## src/sdtsc_pkg.sv

```systemverilog
// Constants, command codes and state types of the command checker
// Summary of operation
// - Per-bank command decoding only when clock enable high previous and current cycle.
// - Legality judged per bank; bank address picks which bank's state applies.
// - Precharge to precharging or idle bank is no-op; precharging ends after period.
// - While one bank precharges, another bank may still be precharged.
// - Recovering bank accepts write; other commands to it are illegal.
// - Self refresh exits on enable rise with deselect or no-op; else illegal.
// - Power down exits on enable rise, idle after exit interval; low keeps it.
// - Enable falling with all idle: refresh code enters self refresh, no-op power down.
// - Any bank state with enable low last cycle is treated as power down.
// - Otherwise, enable high both cycles means normal per-state command table.
`default_nettype none
package sdtsc_pkg;

    // ------------------------------------------------------------
    // Geometry
    // ------------------------------------------------------------
    localparam int NUM_BANKS = 4;
    localparam int BA_W      = 2;
    localparam int CNT_W     = 8;
    typedef logic [CNT_W-1:0] sdtsc_cnt_t;

    // ------------------------------------------------------------
    // Timing in ns and derived cycle counts, rounded up
    // ------------------------------------------------------------
    localparam int CLK_PERIOD_NS             = 4;
    localparam int PRECHARGE_PERIOD_NS       = 20;
    localparam int ROW_TO_COL_DELAY_NS       = 20;
    localparam int WRITE_RECOVERY_TIME_NS    = 15;
    localparam int REFRESH_CYCLE_NS          = 75;
    localparam int MODE_SET_NS               = 12;
    localparam int POWERDOWN_EXIT_INTERVAL_NS = 10;
    localparam int SELF_REFRESH_EXIT_NS      = 80;

    localparam sdtsc_cnt_t PRECHARGE_CYC = sdtsc_cnt_t'(
        (PRECHARGE_PERIOD_NS + CLK_PERIOD_NS - 1) / CLK_PERIOD_NS);
    localparam sdtsc_cnt_t ROW_TO_COL_CYC = sdtsc_cnt_t'(
        (ROW_TO_COL_DELAY_NS + CLK_PERIOD_NS - 1) / CLK_PERIOD_NS);
    localparam sdtsc_cnt_t WRITE_RECOVERY_CYC = sdtsc_cnt_t'(
        (WRITE_RECOVERY_TIME_NS + CLK_PERIOD_NS - 1) / CLK_PERIOD_NS);
    localparam sdtsc_cnt_t REFRESH_CYC = sdtsc_cnt_t'(
        (REFRESH_CYCLE_NS + CLK_PERIOD_NS - 1) / CLK_PERIOD_NS);
    localparam sdtsc_cnt_t MODE_SET_CYC = sdtsc_cnt_t'(
        (MODE_SET_NS + CLK_PERIOD_NS - 1) / CLK_PERIOD_NS);
    localparam sdtsc_cnt_t PD_EXIT_CYC = sdtsc_cnt_t'(
        (POWERDOWN_EXIT_INTERVAL_NS + CLK_PERIOD_NS - 1) / CLK_PERIOD_NS);
    localparam sdtsc_cnt_t SR_EXIT_CYC = sdtsc_cnt_t'(
        (SELF_REFRESH_EXIT_NS + CLK_PERIOD_NS - 1) / CLK_PERIOD_NS);
    localparam sdtsc_cnt_t CNT_ZERO = sdtsc_cnt_t'(0);
    localparam sdtsc_cnt_t CNT_ONE  = sdtsc_cnt_t'(1);

    // ------------------------------------------------------------
    // Command codes on row strobe, column strobe, write enable
    // ------------------------------------------------------------
    localparam logic [2:0] CMD_NOP = 3'h7;
    localparam logic [2:0] CMD_BST = 3'h6;
    localparam logic [2:0] CMD_RD  = 3'h5;
    localparam logic [2:0] CMD_WR  = 3'h4;
    localparam logic [2:0] CMD_ACT = 3'h3;
    localparam logic [2:0] CMD_PRE = 3'h2;
    localparam logic [2:0] CMD_REF = 3'h1;
    localparam logic [2:0] CMD_MODE_REG_SET = 3'h0;

    localparam logic CKE_PREV_RST = 1'b0;

    // ------------------------------------------------------------
    // State types
    // ------------------------------------------------------------
    typedef enum logic [2:0] {
        BK_IDLE         = 3'b000,
        BK_PRECHARGING  = 3'b001,
        BK_ACTIVATING   = 3'b010,
        BK_ACTIVE       = 3'b011,
        BK_RECOVERING   = 3'b100
    } sdtsc_bank_e;

    typedef enum logic [2:0] {
        PW_NORMAL     = 3'b000,
        PW_REFRESHING = 3'b001,
        PW_MODE_SET   = 3'b010,
        PW_PDOWN      = 3'b011,
        PW_PD_EXIT    = 3'b100,
        PW_SREF       = 3'b101,
        PW_SR_EXIT    = 3'b110
    } sdtsc_pwr_e;

endpackage : sdtsc_pkg
`default_nettype wire

```

## src/sdtsc_cmd_check.sv

```systemverilog
// Command legality and power-state tracking of the memory device
`default_nettype none
module sdtsc_cmd_check
    import sdtsc_pkg::*;
(
    input  wire logic                   clk_sys,
    input  wire logic                   rst,
    input  wire logic                   cke,
    input  wire logic                   csN,
    input  wire logic                   rasN,
    input  wire logic                   casN,
    input  wire logic                   weN,
    input  wire logic [BA_W-1:0]        bankAddr,
    input  wire logic                   autoPreFlag,
    output wire logic [NUM_BANKS*3-1:0] bankState,
    output var  logic [2:0]             powerState,
    output var  logic                   allIdle_r,
    output var  logic                   illegalCmd_r,
    output var  logic                   cmdTaken_r,
    output var  logic                   inputsEnabled_r,
    output var  logic                   exitBusy_r
);

    // ------------------------------------------------------------
    // State
    // ------------------------------------------------------------
    sdtsc_bank_e bank_r    [NUM_BANKS];
    sdtsc_bank_e bank_nxt  [NUM_BANKS];
    sdtsc_cnt_t  bankCnt_r [NUM_BANKS];
    sdtsc_cnt_t  bankCnt_nxt [NUM_BANKS];
    logic [NUM_BANKS-1:0] bankBad;
    logic [NUM_BANKS-1:0] bankIdle;
    sdtsc_pwr_e  pwr_r;
    sdtsc_pwr_e  pwr_nxt;
    sdtsc_cnt_t  gCnt_r;
    sdtsc_cnt_t  gCnt_nxt;
    logic        ckePrev_r;
    logic        pwrBad;

    // ------------------------------------------------------------
    // Command decode
    // ------------------------------------------------------------
    wire logic [2:0] cmdCode  = {rasN, casN, weN};
    wire logic       isNop    = csN | (cmdCode == CMD_NOP);
    wire logic       ckeBoth  = ckePrev_r & cke;
    wire logic       inNormal = (pwr_r == PW_NORMAL);
    wire logic       cmdLive  = inNormal & ckeBoth & ~isNop;
    wire logic       isBst    = cmdLive & (cmdCode == CMD_BST);
    wire logic       isRd     = cmdLive & (cmdCode == CMD_RD);
    wire logic       isWr     = cmdLive & (cmdCode == CMD_WR);
    wire logic       isAct    = cmdLive & (cmdCode == CMD_ACT);
    wire logic       isPre    = cmdLive & (cmdCode == CMD_PRE);
    wire logic       isRef    = cmdLive & (cmdCode == CMD_REF);
    wire logic       isModeSet = cmdLive & (cmdCode == CMD_MODE_REG_SET);
    wire logic       preAll   = isPre & autoPreFlag;
    wire logic       allIdle  = &bankIdle;
    wire logic       refModeBad = (isRef | isModeSet) & ~allIdle;
    wire logic       illegalNow = (|bankBad) | refModeBad | pwrBad;
    wire logic       gLast    = (gCnt_r == CNT_ONE);
    wire sdtsc_cnt_t gDec     = (gCnt_r != CNT_ZERO) ? gCnt_r - CNT_ONE : CNT_ZERO;
    wire logic       srExitOk = ~(pwr_r == PW_SREF) | (cke & isNop);

    // ------------------------------------------------------------
    // Per-bank state and interval counters
    // ------------------------------------------------------------
    for (genvar i = 0; i < NUM_BANKS; i++) begin : g_bank
        wire logic sel   = (bankAddr == BA_W'(i));
        wire logic last  = (bankCnt_r[i] == CNT_ONE);
        wire logic selPre = (sel & isPre) | preAll;

        assign bankIdle[i] = (bank_r[i] == BK_IDLE);
        assign bankState[3*i +: 3] = bank_r[i];

        always_comb begin
            bank_nxt[i]    = bank_r[i];
            bankCnt_nxt[i] = (bankCnt_r[i] != CNT_ZERO) ? bankCnt_r[i] - CNT_ONE : CNT_ZERO;
            bankBad[i]     = 1'b0;
            case (bank_r[i])
                BK_IDLE: begin
                    if (sel & isAct) begin
                        bank_nxt[i]    = BK_ACTIVATING;
                        bankCnt_nxt[i] = ROW_TO_COL_CYC;
                    end else if (sel & (isRd | isWr | isBst)) begin
                        bankBad[i] = 1'b1;
                    end
                end
                BK_PRECHARGING: begin
                    if (last) begin
                        bank_nxt[i] = BK_IDLE;
                    end
                    if (sel & (isAct | isRd | isWr | isBst)) begin
                        bankBad[i] = 1'b1;
                    end
                end
                BK_ACTIVATING: begin
                    if (last) begin
                        bank_nxt[i] = BK_ACTIVE;
                    end
                    if ((sel & (isAct | isRd | isWr | isBst | isPre)) | preAll) begin
                        bankBad[i] = 1'b1;
                    end
                end
                BK_ACTIVE: begin
                    if (sel & isAct) begin
                        bankBad[i] = 1'b1;
                    end else if (sel & isWr) begin
                        bank_nxt[i]    = BK_RECOVERING;
                        bankCnt_nxt[i] = WRITE_RECOVERY_CYC;
                    end else if (selPre) begin
                        bank_nxt[i]    = BK_PRECHARGING;
                        bankCnt_nxt[i] = PRECHARGE_CYC;
                    end
                end
                BK_RECOVERING: begin
                    if (sel & isWr) begin
                        bankCnt_nxt[i] = WRITE_RECOVERY_CYC;
                    end else if (last) begin
                        bank_nxt[i] = BK_ACTIVE;
                    end
                    if ((sel & (isBst | isRd | isAct | isPre)) | preAll) begin
                        bankBad[i] = 1'b1;
                    end
                end
                default: begin
                    bank_nxt[i] = BK_IDLE;
                end
            endcase
        end

        always_ff @(posedge clk_sys or posedge rst) begin
            if (rst) begin
                bank_r[i]    <= BK_IDLE;
                bankCnt_r[i] <= CNT_ZERO;
            end else begin
                bank_r[i]    <= bank_nxt[i];
                bankCnt_r[i] <= bankCnt_nxt[i];
            end
        end
    end

    // ------------------------------------------------------------
    // Power and device-wide transient states
    // ------------------------------------------------------------
    always_comb begin
        pwr_nxt  = pwr_r;
        gCnt_nxt = gDec;
        pwrBad   = 1'b0;
        case (pwr_r)
            PW_NORMAL: begin
                if (!ckePrev_r) begin
                    pwr_nxt = PW_PDOWN;
                end else if (!cke) begin
                    if (!allIdle) begin
                        pwrBad = 1'b1;
                    end else if (!csN && cmdCode == CMD_REF) begin
                        pwr_nxt = PW_SREF;
                    end else if (isNop) begin
                        pwr_nxt = PW_PDOWN;
                    end else begin
                        pwrBad = 1'b1;
                    end
                end else if (isRef & allIdle) begin
                    pwr_nxt  = PW_REFRESHING;
                    gCnt_nxt = REFRESH_CYC;
                end else if (isModeSet & allIdle) begin
                    pwr_nxt  = PW_MODE_SET;
                    gCnt_nxt = MODE_SET_CYC;
                end
            end
            PW_REFRESHING, PW_MODE_SET: begin
                pwrBad = ~isNop;
                if (gLast) begin
                    pwr_nxt = PW_NORMAL;
                end
            end
            PW_PDOWN: begin
                if (cke) begin
                    pwr_nxt  = PW_PD_EXIT;
                    gCnt_nxt = PD_EXIT_CYC;
                end
            end
            PW_SREF: begin
                if (cke) begin
                    if (isNop) begin
                        pwr_nxt  = PW_SR_EXIT;
                        gCnt_nxt = SR_EXIT_CYC;
                    end else begin
                        pwrBad = 1'b1;
                    end
                end
            end
            PW_PD_EXIT, PW_SR_EXIT: begin
                pwrBad = ~isNop;
                if (gLast) begin
                    pwr_nxt = PW_NORMAL;
                end
            end
            default: begin
                pwr_nxt = PW_NORMAL;
            end
        endcase
    end

    always_ff @(posedge clk_sys or posedge rst) begin
        if (rst) begin
            pwr_r     <= PW_NORMAL;
            gCnt_r    <= CNT_ZERO;
            ckePrev_r <= CKE_PREV_RST;
        end else begin
            pwr_r     <= pwr_nxt;
            gCnt_r    <= gCnt_nxt;
            ckePrev_r <= cke;
        end
    end

    // ------------------------------------------------------------
    // Registered outputs
    // ------------------------------------------------------------
    always_ff @(posedge clk_sys or posedge rst) begin
        if (rst) begin
            powerState      <= PW_NORMAL;
            allIdle_r       <= 1'b1;
            illegalCmd_r    <= 1'b0;
            cmdTaken_r      <= 1'b0;
            inputsEnabled_r <= 1'b1;
            exitBusy_r      <= 1'b0;
        end else begin
            powerState      <= pwr_nxt;
            allIdle_r       <= allIdle;
            illegalCmd_r    <= illegalNow;
            cmdTaken_r      <= cmdLive & ~illegalNow;
            inputsEnabled_r <= (pwr_nxt != PW_SREF) & srExitOk;
            exitBusy_r      <= (pwr_nxt == PW_PD_EXIT) | (pwr_nxt == PW_SR_EXIT);
        end
    end

endmodule : sdtsc_cmd_check
`default_nettype wire

```

## config.mk

```make
export PLATFORM = sky130hd
export DESIGN_NAME = sdtsc_cmd_check
export DESIGN_NICKNAME = d
export VERILOG_FILES = /design/src/sdtsc_pkg.sv /design/src/sdtsc_cmd_check.sv
export SDC_FILE = /design/constraint.sdc
export NUM_CORES = 1
export LEC_CHECK = 0
export BUFFER_PORTS_ARGS = -buffer_cell sky130_fd_sc_hd__buf_2
export CAP_MARGIN = 20
export CORE_MARGIN = 1
export CORE_UTILIZATION = 55
export CTS_CLUSTER_DIAMETER = 30
export DETAILED_ROUTE_END_ITERATION = 10
export PLACE_DENSITY = 0.78
export RECOVER_POWER = 100
export SETUP_SLACK_MARGIN = 0.3
export SLEW_MARGIN = 20
export SYNTH_ARGS = -nofsm -noshare
export SYNTH_HDL_FRONTEND = slang
export SYNTH_SLANG_ARGS = --single-unit
```

## constraint.sdc

```tcl
create_clock -name clk_sys -period 2.1 [get_ports clk_sys]
set_clock_uncertainty 0.2 [all_clocks]
set_input_delay 0.42 -clock clk_sys [delete_from_list [all_inputs] [get_ports clk_sys]]
set_output_delay 0.42 -clock clk_sys [all_outputs]
set_load 0.02 [all_outputs]
```

After elaboration in Yosys (flattened, before gate mapping)
Index checks and enable logic that the tools add are counted.
{"block": "totals", "reg_bits": 61, "input_bits": 10, "out_inout_bits": 20, "wordCells": 294}
{"block": "op_classes", "add_sub_neg": 5, "eq_ne": 60, "muxes": 116, "bitwise": 76, "reduce_logical": 21}
{"operator": "$mux 8", "count": 32}
{"operator": "$pmux 8 s3", "count": 5}
{"operator": "$mux 3", "count": 39}
{"operator": "$pmux 3 s5", "count": 4}
{"operator": "$and 1x1->1", "count": 45}
{"operator": "$eq 8x1->1 const B", "count": 5}
{"operator": "$reduce_bool 8->1", "count": 5}
{"operator": "$sub 8x1->8 const B", "count": 5}
{"operator": "$eq 3x3->1 const B", "count": 13}
{"operator": "$eq 3x2->1 const B", "count": 12}
{"operator": "$mux 1", "count": 30}
{"operator": "$or 1x1->1", "count": 27}
{"operator": "$ne 2x2->1 const B", "count": 12}
{"operator": "$pmux 1 s5", "count": 4}
{"operator": "$reduce_and 5->1", "count": 4}
{"operator": "$eq 3x1->1 const B", "count": 6}
{"operator": "$logic_not 3->1", "count": 6}
{"operator": "$ne 3x3->1 const B", "count": 5}
{"operator": "$pmux 3 s4", "count": 1}
{"operator": "$ne 2x1->1 const B", "count": 4}
{"operator": "$reduce_or 4->1", "count": 2}
{"operator": "$eq 2x2->1 const B", "count": 2}
{"operator": "$not 1->1", "count": 4}
{"operator": "$reduce_and 4->1", "count": 1}
{"operator": "5 further kinds", "count": 5}

Depth between registers and ports, before layout
Gate-level depths: netlist of the first run.
{"block": "depth", "ltp_word": 18, "ltp_mapped": 8, "depth_no_buf": 7}

Worst setup path before layout of the first run
Ideal clock, no wire load.
{"block": "synth_timing", "path_type": "reg2reg", "from": "register powerState[1] (netlist name)", "to": "register bankCnt_r[23] (netlist name)", "arrival_time_ps": 1763, "slack_ps": 19, "path_stages_with_launch": 9, "path_buffers": 2, "cell_sequence": "dfrtp_1 buf_4 nor3_4 buf_6 nand4_2 a211oi_2 o22ai_1 nand2_2 nor2_1"}
{"item": "end signal, assigned by index", "line_no": "sdtsc_cmd_check.sv:136", "text": "bankCnt_r[i] <= bankCnt_nxt[i];"}
{"item": "end, declared", "line_no": "sdtsc_cmd_check.sv:29", "text": "sdtsc_cnt_t bankCnt_r [NUM_BANKS];"}

Worst setup path in the final report of the first run
{"block": "layout_timing", "from": "register bank_r, in the netlist bankState[10]", "to": "register cmdTaken_r"}
{"block": "layout_via", "elab_chain_len": 9, "word_cells_on_any_way": 18, "cone_classes": "4 x eq/ne; 5 x mux; 6 x bitwise; 3 x reduce/logical"}
{"item": "start, declared", "line_no": "sdtsc_cmd_check.sv:27", "text": "sdtsc_bank_e bank_r [NUM_BANKS];"}
{"item": "start signal, assigned by index", "line_no": "sdtsc_cmd_check.sv:135", "text": "bank_r[i] <= bank_nxt[i];"}
{"item": "$logic_not 3->1", "line_no": "sdtsc_cmd_check.sv:71, sdtsc_cmd_check.sv:78"}
{"item": "$reduce_and 4->1", "line_no": "sdtsc_cmd_check.sv:56", "text": "wire logic allIdle = &bankIdle;"}
{"item": "$mux 1", "line_no": "sdtsc_cmd_check.sv:153", "text": "if (!allIdle) begin"}
{"item": "$mux 1", "line_no": "sdtsc_cmd_check.sv:152", "text": "end else if (!cke) begin"}
{"item": "$mux 1", "line_no": "sdtsc_cmd_check.sv:150", "text": "if (!ckePrev_r) begin"}
{"item": "$pmux 1 s3", "line_no": "sdtsc_cmd_check.sv:148", "text": "case (pwr_r)"}
{"item": "$or 1x1->1 *", "line_no": "sdtsc_cmd_check.sv:58", "text": "wire logic illegalNow = (|bankBad) | refModeBad | pwrBad;"}
{"item": "net illegalNow", "line_no": "sdtsc_cmd_check.sv:58"}
{"item": "$not 1->1 *", "line_no": "sdtsc_cmd_check.sv:231", "text": "cmdTaken_r <= cmdLive & ~illegalNow;"}
{"item": "$and 1x1->1 *", "line_no": "sdtsc_cmd_check.sv:231"}
{"item": "end signal, assigned", "line_no": "sdtsc_cmd_check.sv:231"}
{"item": "end, declared", "line_no": "sdtsc_cmd_check.sv:19", "text": "output var logic cmdTaken_r,"}
Mark *: on every way through the listed nets, which the timed path passes. The rest lies on a longest branch.
A chain may end at the register's enable or synchronous reset.

==> summary.txt, run 1 <==
Outcome
  – Run status: finished, violations left
  – Failing checks: negative setup slack

Yosys
  – Count of cell types in the netlist: 84
  – Number of flops mapped to enable cells by yosys: 0
  – Share of synthesized area occupied by flip-flops and latches: 35.31%
  – Synthesized instance count: 487
  – Summed instance area of the synthesized netlist: 4330 µm²
  – Synth area leader: dfrtp_1
  – Area fraction of the dominant cell type after synthesis: 34.09%
  – Ranking of synthesized cells by area: dfrtp_1 34%, nor2_1 6.1%, xnor2_1 4.7%, ha_1 4.0%, nand2_1 3.3%
  – Synth Register Bits: 61
  – Ys async rst share: 100.0%
  – Dominant register cell in the synthesized netlist: dfrtp_1
  – Net count after synthesis: 511
  – Ys Warns: 0
  – Post-synthesis average cell area: 8.892 µm²

Route
  – Total number of vias: 4786
  – DRC violations left: 0
  – Drt total wl: 15760 µm
  – DRC marker count from the first detailed-route iteration: 482
  – Via density per instance: 6.565
  – Antenna Violating Nets Remaining: 0
  – Routed wire length per instance: 21.62 µm
  – Total iterations of the first detailed-routing run: 5

STA
  – Number of hold violations in the final report: 0
  – Worst slew pin tran: 1.004 ns
  – Setup-failing EPs final: 6
  – Setup repair after global routing missed its margin: true
  – Minimum setup slack in the final design: -0.03191 ns
  – Time the final worst path needs with I/O delays and setup: 2.132 ns
  – Post-route fraction of the period consumed by the critical path: 101.5%
  – Fmax: 469.1 MHz
  – Slew margin rel.: 32.71%
  – Setup TNS: -0.09854 ns
  – Pins Over Slew Limit: 0

Clock tree
  – Maximum buffer depth of the clock tree: 2
  – Clock-pin slew reported for the worst setup and hold paths after clock tree synthesis: 0.09 ns
  – Depth of the CTS H-tree: 3
  – CTS buffer count: 9
  – Latest clock arrival within the worst-skew pair: 0.37 ns
  – Root Driver: clkbuf_8
  – Number of sinks on the clock net: 61
  – Clock tree from TritonCTS: yes

Global route
  – Global routing usage summed across all routing layers: 32.69%
  – Initial antenna violation count: 0
  – Global-route wire length before repair: 21470 µm
  – Maximum number of pins on one net before global-route repair: 29
  – Residual overflow from global routing: 0
  – Via count of the first global-routing pass: 4378

Setup path
  – Critical path data required time: 2.14 ns
  – Category of the critical setup timing path: reg -> reg
  – Crit. Startpoint: bankState[10]$_DFFE_PP0P_
  – Startpoint class of the critical path: flip-flop
  – Startpoint of the worst register-to-register path: bankState[10]$_DFFE_PP0P_
  – Minimum setup slack among reg-to-reg paths: -0.03 ns
  – Worst flop-to-flop path endpoint: cmdTaken_r$_DFF_PP0_
  – Arrival time of the worst setup path: 2.17 ns
  – Critical Path Sink: cmdTaken_r$_DFF_PP0_
  – Critical path peak fanout: 8
  – Worst r2r path cells: 7
  – Endpoint type of the worst setup path: flip-flop

Worst hold path
  – Classification of the worst-slack hold path: in -> reg

Cells and area
  – Share of post-route cells with drive strength above 1: 48.89%
  – Number of nets in the layout: 649
  – Count of antenna diodes in the layout: 0
  – Relative area change from synthesis to final layout: 48.45%
  – Non-filler cells in the finished layout: 729
  – Finished Cell Area: 6429 µm²

Floorplanning
  – Initial standard-cell utilization of the core: 58.15%
  – FP Rows: 31
  – Die width: 90.73 µm
  – DIE AREA: 8232 µm²
  – Chip height: 90.73 µm
  – I/O Pins: 30
  – Total core area: 7447 µm²

Place
  – Final RePlAce weighted congestion: 1.012
  – HPWL after DPL: 8158 µm
  – Total cell area at the placement stage: 5085 µm²
  – Placed cell count: 664
  – Count of port buffers added during placement: 29

Power
  – Pleak: 2.659 nW
  – Sum of internal, switching and leakage power: 6.619 mW
  – VDD IR-drop max: 0.0008808 V
  – Power per Cell Area: 1030 nW/µm²

Job
  – Reported max-cap violation count: 0
-- worst min-delay path by stage --
stage | slack [ns] | from | to | cells after the start
after floorplan | 0.25 | cke | ckePrev_r$_DFF_PP0_ | 0
after global placement | 0.26 | rst | bankState[9]$_DFFE_PP0P_ | 2
after detailed placement | 0.28 | rst | bankCnt_r[7]$_DFF_PP0_ | 2
after CTS | 0.29 | cke | ckePrev_r$_DFF_PP0_ | 3
after global routing | 0.34 | autoPreFlag | bankCnt_r[0]$_DFF_PP0_ | 3
final | 0.32 | autoPreFlag | bankCnt_r[0]$_DFF_PP0_ | 3
-- power breakdown --
| group | internal, mW | switching [mW] |
|---|---|---|
| sequential | 1.55 | 0.389 |
| clock | 0.733 | 0.528 |
| combinational | 1.61 | 1.81 |
-- metal layers --
metal,global-route usage [%],up-vias,wire [µm]
met4,13.58,0,964
met1,41.79,2326,6013
met3,4.209,105,1166
met5,0,-,0
met2,55.62,320,7621
li1,-,2035,-
-- synth_stat cells (3+ instances only) --
library cell  number
a211oi_1           4
a21oi_1           20
a21oi_2            3
a221oi_2           3
a22oi_1            3
a31oi_1            5
and2_1             5
buf_2              8
buf_4              5
buf_6              4
clkbuf_1           8
dfrtp_1           59
ha_1              14
inv_1             20
mux2i_1            4
nand2_1           38
nand2_2            3
nand2b_1           6
nand3_1            8
nand3b_1           5
nand4_1            7
nand4_2            3
nand4b_1           4
nor2_1            70
nor2b_1           16
nor3_1            22
nor3_2             3
nor4_1             8
nor4b_1            4
o21ai_0            9
o21bai_1           3
o22ai_1            5
o31ai_1           10
o32ai_1            4
or2_2              3
or4_1              3
xnor2_1           23
xor2_1             9
-- cells by family (layout without fill, tap and decap cells) --
group | count (synthesis) | in the layout | synth area share (%)
AOI/OAI and AO/OA | 97 | 97 | 17.13
xor gates and xnor gates | 32 | 32 | 6.472
adders and majority gates | 14 | 14 | 4.045
buffers and inverters | 46 | 189 | 5.345
DFF | 61 | 61 | 35.31
muxes | 5 | 5 | 1.185
and+or+nand+nor | 232 | 232 | 30.51
-- metrics by stage --
stage | hold WS [ns] | setup slack (ns) | utilization (%)
2_1_floorplan | 0.2514 | 0.08022 | -
3_3_place_gp | 0.2634 | -0.09389 | 68.28
3_5_place_dp | 0.2763 | -0.09038 | 68.28
4_1_cts | 0.2851 | 0.1254 | 79.79
5_1_grt | 0.3443 | -0.1610 | 86.32
6_report | 0.3232 | -0.03191 | 86.32
-- worst max-delay path, stage by stage (launching register included) --
cell       delay [ns]
dfrtp_2          0.40
buf_4            0.18
nor2b_1          0.27
nand2_2          0.19
o31ai_1          0.33
a21oi_1          0.15
o2111ai_2        0.23
nor3_2           0.06
-- cell type report --
type / instances / area, µm²
multi-input cells: 380 / 3246
flip-flops and latches: 61 / 1536
repair buffers: 152 / 1206
fillers: 340 / 1018
clock buffers: 11 / 151.4
well taps: 99 / 123.9
clock inverters: 5 / 82.58
inverters: 21 / 82.58
-- sequential cells by signal, summed over array words and instances, names as in the netlist --
signal,cells
bankCnt_r,32
bankState,12
gCnt_r,8
powerState,3
allIdle_r,1
ckePrev_r,1
cmdTaken_r,1
exitBusy_r,1
illegalCmd_r,1
inputsEnabled_r,1
-- cells in the final DEF (no fill, tap or decap), types with 8 or more instances in the layout --
cell / Yosys / routed
buf_4: 5 / 95
nor3_1: 22 / 14
clkbuf_8: 0 / 11
ha_1: 14 / 14
nor2_2: 0 / 13
nor2_1: 70 / 47
nor2b_1: 16 / 16
buf_6: 4 / 20
buf_2: 8 / 28
nor2_4: 1 / 11
a21oi_2: 3 / 8
nand2_2: 3 / 15
a21oi_1: 20 / 13
nor3_4: 2 / 8
xnor2_1: 23 / 23
dfrtp_1: 59 / 53
inv_1: 20 / 19
nand2_1: 38 / 24
xor2_1: 9 / 9
-- timing repair --
item                                   4_1_cts  5_1_grt
gates resized for setup                     81       91
pin swaps                                   63       42
setup buffers                               33       15
cloned                                       0        0
hold buffers                                 1        0
endpoints found under the hold margin       20        0
setup endpoints to repair                   58       63
Power figures use the tool's default switching activity.
==> run 2: changes to the inputs <==
TNS_END_PERCENT = 20   (was unset)
==> run 2 against run 1 <==
Net effect: the run still ends with negative setup slack left; sequential power about the same; fmax is 1.1% higher; clock power fell by 23%; total power shrank 12%; final area down 8.2%; register-to-register slack better by 0.02 ns; count of clock-buffer cells in the layout is 3 higher.
==> summary.txt, run 2 (same netlist as run 1, synthesis figures left out) <==
Clock tree
  – Latest clock arrival within the worst-skew pair: 0.35 ns (was 0.37 ns)
  – Maximum buffer depth of the clock tree: 2 (unchanged)
  – Clock-pin slew reported for the worst setup and hold paths after clock tree synthesis: 0.07 ns (was 0.09 ns)
  – Root Driver: clkbuf_8 (unchanged)
  – Depth of the CTS H-tree: 3 (unchanged)
  – CTS buffer count: 9 (unchanged)
  – Number of sinks on the clock net: 61 (unchanged)
  – Clock tree from TritonCTS: yes (unchanged)

Global route
  – Global-route wire length before repair: 18820 µm (was 21470 µm)
  – Global routing usage summed across all routing layers: 28.38% (was 32.69%)
  – Initial antenna violation count: 0 (unchanged)
  – Residual overflow from global routing: 0 (unchanged)
  – Maximum number of pins on one net before global-route repair: 62 (was 29)
  – Via count of the first global-routing pass: 3966 (was 4378)

STA
  – Time the final worst path needs with I/O delays and setup: 2.109 ns (was 2.132 ns)
  – Slew margin rel.: 44.33% (was 32.71%)
  – Pins Over Slew Limit: 0 (unchanged)
  – Minimum setup slack in the final design: -0.008985 ns (was -0.03191 ns)
  – Setup repair after global routing missed its margin: true (unchanged)
  – Post-route fraction of the period consumed by the critical path: 100.4% (was 101.5%)
  – Setup-failing EPs final: 1 (was 6)
  – Number of hold violations in the final report: 0 (unchanged)
  – Fmax: 474.2 MHz (was 469.1 MHz)
  – Worst slew pin tran: 0.8350 ns (was 1.004 ns)

Route
  – Drt total wl: 13050 µm (was 15760 µm)
  – Total iterations of the first detailed-routing run: 5 (unchanged)
  – Routed wire length per instance: 18.81 µm (was 21.62 µm)
  – DRC marker count from the first detailed-route iteration: 467 (was 482)
  – DRC violations left: 0 (unchanged)
  – Via density per instance: 6.216 (was 6.565)
  – Antenna Violating Nets Remaining: 0 (unchanged)
  – Total number of vias: 4314 (was 4786)

Worst hold path
  – Worst min-delay path endpoint: bankCnt_r[29]$_DFF_PP0_ (was bankCnt_r[0]$_DFF_PP0_)
  – Number of instances on the worst hold path: 2 (was 3)
  – Classification of the worst-slack hold path: reg -> reg (was in -> reg)
  – Min-delay src: bankCnt_r[29]$_DFF_PP0_ (was autoPreFlag)

Floorplanning
  – Die width: 90.73 µm (unchanged)
  – Chip height: 90.73 µm (unchanged)
  – Initial standard-cell utilization of the core: 58.15% (unchanged)
  – I/O Pins: 30 (unchanged)
  – DIE AREA: 8232 µm² (unchanged)
  – FP Rows: 31 (unchanged)
  – Total core area: 7447 µm² (unchanged)

Power
  – Total internal power: 3.435 mW (was 3.893 mW)
  – Power per Cell Area: 981.9 nW/µm² (was 1030 nW/µm²)
  – VDD IR-drop max: 0.0008998 V (was 0.0008808 V)
  – Part of the power in the clock network: 16.8% (was 19.0%)
  – Combinational group share of total power: 49.9% (was 51.6%)
  – Switching power of the nets: 2.363 mW (was 2.726 mW)
  – Relative contribution of sequential cells to total power: 33.4% (was 29.3%)
  – Pleak: 2.431 nW (was 2.659 nW)
  – Switching portion of total power: 40.76% (was 41.18%)
  – Sum of internal, switching and leakage power: 5.798 mW (was 6.619 mW)

Cells and area
  – Number of flip-flops in the largest register: 32 (unchanged)
  – Count of antenna diodes in the layout: 0 (unchanged)
  – Relative area change from synthesis to final layout: 36.35% (was 48.45%)
  – Sequential cell area: 1533 µm² (was 1536 µm²)
  – Area taken by multi-input logic gates: 3099 µm² (was 3246 µm²)
  – Number of fill cells in the layout: 450 (was 340)
  – Number of nets in the layout: 615 (was 649)
  – Register containing the most flip-flops in the final layout: bankCnt_r (unchanged)
  – Most frequent cells in the layout: 68 x buf_4, 57 x nor2_1, 56 x dfrtp_1 (was 95 x buf_4, 53 x dfrtp_1, 47 x nor2_1)
  – Most common library cell in the layout ignoring fill and taps: buf_4 (unchanged)
  – Share of post-route cells with drive strength above 1: 40.67% (was 48.89%)

Setup path
  – Arrival time of the worst setup path: 2.14 ns (was 2.17 ns)
  – Endpoint type of the worst setup path: flip-flop (unchanged)
  – Category of the critical setup timing path: reg -> reg (unchanged)
  – Minimum setup slack among reg-to-reg paths: -0.009 ns (was -0.03 ns)
  – Worst flop-to-flop path endpoint: bankCnt_r[16]$_DFF_PP0_ (was cmdTaken_r$_DFF_PP0_)
  – Critical-path cell list: or4_4 -> nor3_4 -> nand2_1 -> a22oi_2 -> a31oi_1 -> o221a_1 (was buf_4 -> nor2b_1 -> nand2_2 -> o31ai_1 -> a21oi_1 -> o2111ai_2 -> nor3_2)
  – CP Depth: 6 (was 7)
  – Family with the most delay on the worst path: simple AND/OR/NAND/NOR gates (was compound AO/OA/AOI/OAI gates)
  – Crit. Startpoint: bankCnt_r[21]$_DFF_PP0_ (was bankState[10]$_DFFE_PP0P_)
  – Startpoint class of the critical path: flip-flop (unchanged)
  – Worst r2r path cells: 6 (was 7)
  – Critical path data required time: 2.13 ns (was 2.14 ns)
  – Delay of the slowest cell on the worst path: 0.56 ns (was 0.40 ns)
  – Startpoint of the worst register-to-register path: bankCnt_r[21]$_DFF_PP0_ (was bankState[10]$_DFFE_PP0P_)
  – Critical path peak fanout: 3 (was 8)
  – CP max-delay cell: or4_4 (was dfrtp_2)
  – WP buf/inv: 0 (was 1)

Place
  – Post-place setup slack: -0.1422 ns (was -0.09038 ns)
  – Count of port buffers added during placement: 29 (unchanged)
  – Final RePlAce weighted congestion: 0.9437 (was 1.012)
  – HPWL after DPL: 7734 µm (was 8158 µm)

Outcome
  – Failing checks: negative setup slack (unchanged)
  – Run status: finished, violations left (unchanged)

Job
  – Reported max-cap violation count: 0 (unchanged)
-- run 2: cell count changes in the layout (fill, tap and decap cells not counted), sizes merged --
cell,previous run,this run
buf,149,103
clkbuf,13,28
clkinvlp,4,1
bufinv,2,0
clkinv,0,2
inv,20,19
-- run 2: worst max path at each step --
| stage | end |
|---|---|
| 4_1_cts | bankCnt_r[7]$_DFF_PP0_ |
| 3_3_place_gp | cmdTaken_r$_DFF_PP0_ |
| 5_1_grt | inputsEnabled_r$_DFF_PP1_ |
| 2_1_floorplan | bankCnt_r[23]$_DFF_PP0_ |
| 3_5_place_dp | bankCnt_r[23]$_DFF_PP0_ |
| 6_report | bankCnt_r[16]$_DFF_PP0_ |
-- run 2: routing by layer --
layer	wire, µm	global-route usage (%)
met4	499	10.48
met1	5214	36.11
met2	6524	47.16
met5	0	0
met3	814	6.145
-- run 2: worst min-delay path, stage by stage (launching register included) --
cell and delay, ns:
dfrtp_1 0.36, xnor2_1 0.12, nor2_1 0.04
-- run 2: metrics by stage --
step | hold slack, ns | std cells | utilization [%] | area, µm² | setup TNS (ns)
final | 0.3638 | 694 | 79.28 | 5904 | -0.008985
after global routing | 0.3869 | 694 | 79.28 | 5904 | -0.5206
after CTS | 0.2909 | 688 | 73.37 | 5464 | 0
after detailed placement | 0.3281 | 655 | 66.65 | 4964 | -2.369
after global placement | 0.3194 | 655 | 66.65 | 4964 | -0.5820
after floorplan | 0.2514 | 487 | - | 4334 | 0
-- run 2: what timing repair did --
action                                 4_1_cts  5_1_grt
setup endpoints to repair                   59       62
buffers inserted                            17        6
pin swaps                                   19       68
endpoints found under the hold margin       59        0
hold buffers                                 1        0
resized for setup                           41       96
-- run 2: area by class of cell --
cell class              count  area share [%]
clock buffers              14           2.924
inverters                  21           1.483
flip-flops and latches     61           25.96
well taps                  99           2.098
repair buffers            118           14.96
multi-input cells         380           52.49
clock inverters             1         0.08476
-- run 2: power groups by stage --
stage | logic [mW] | clock network [mW] | registers, mW
CTS | 2.54 | 0.972 | 1.88
finish | 2.89 | 0.971 | 1.93
global route | 3.13 | 1.03 | 1.98
global placement | 2.16 | 0 | 1.85
detailed placement | 2.24 | 0 | 1.87
floorplan | 1.53 | 0 | 1.90
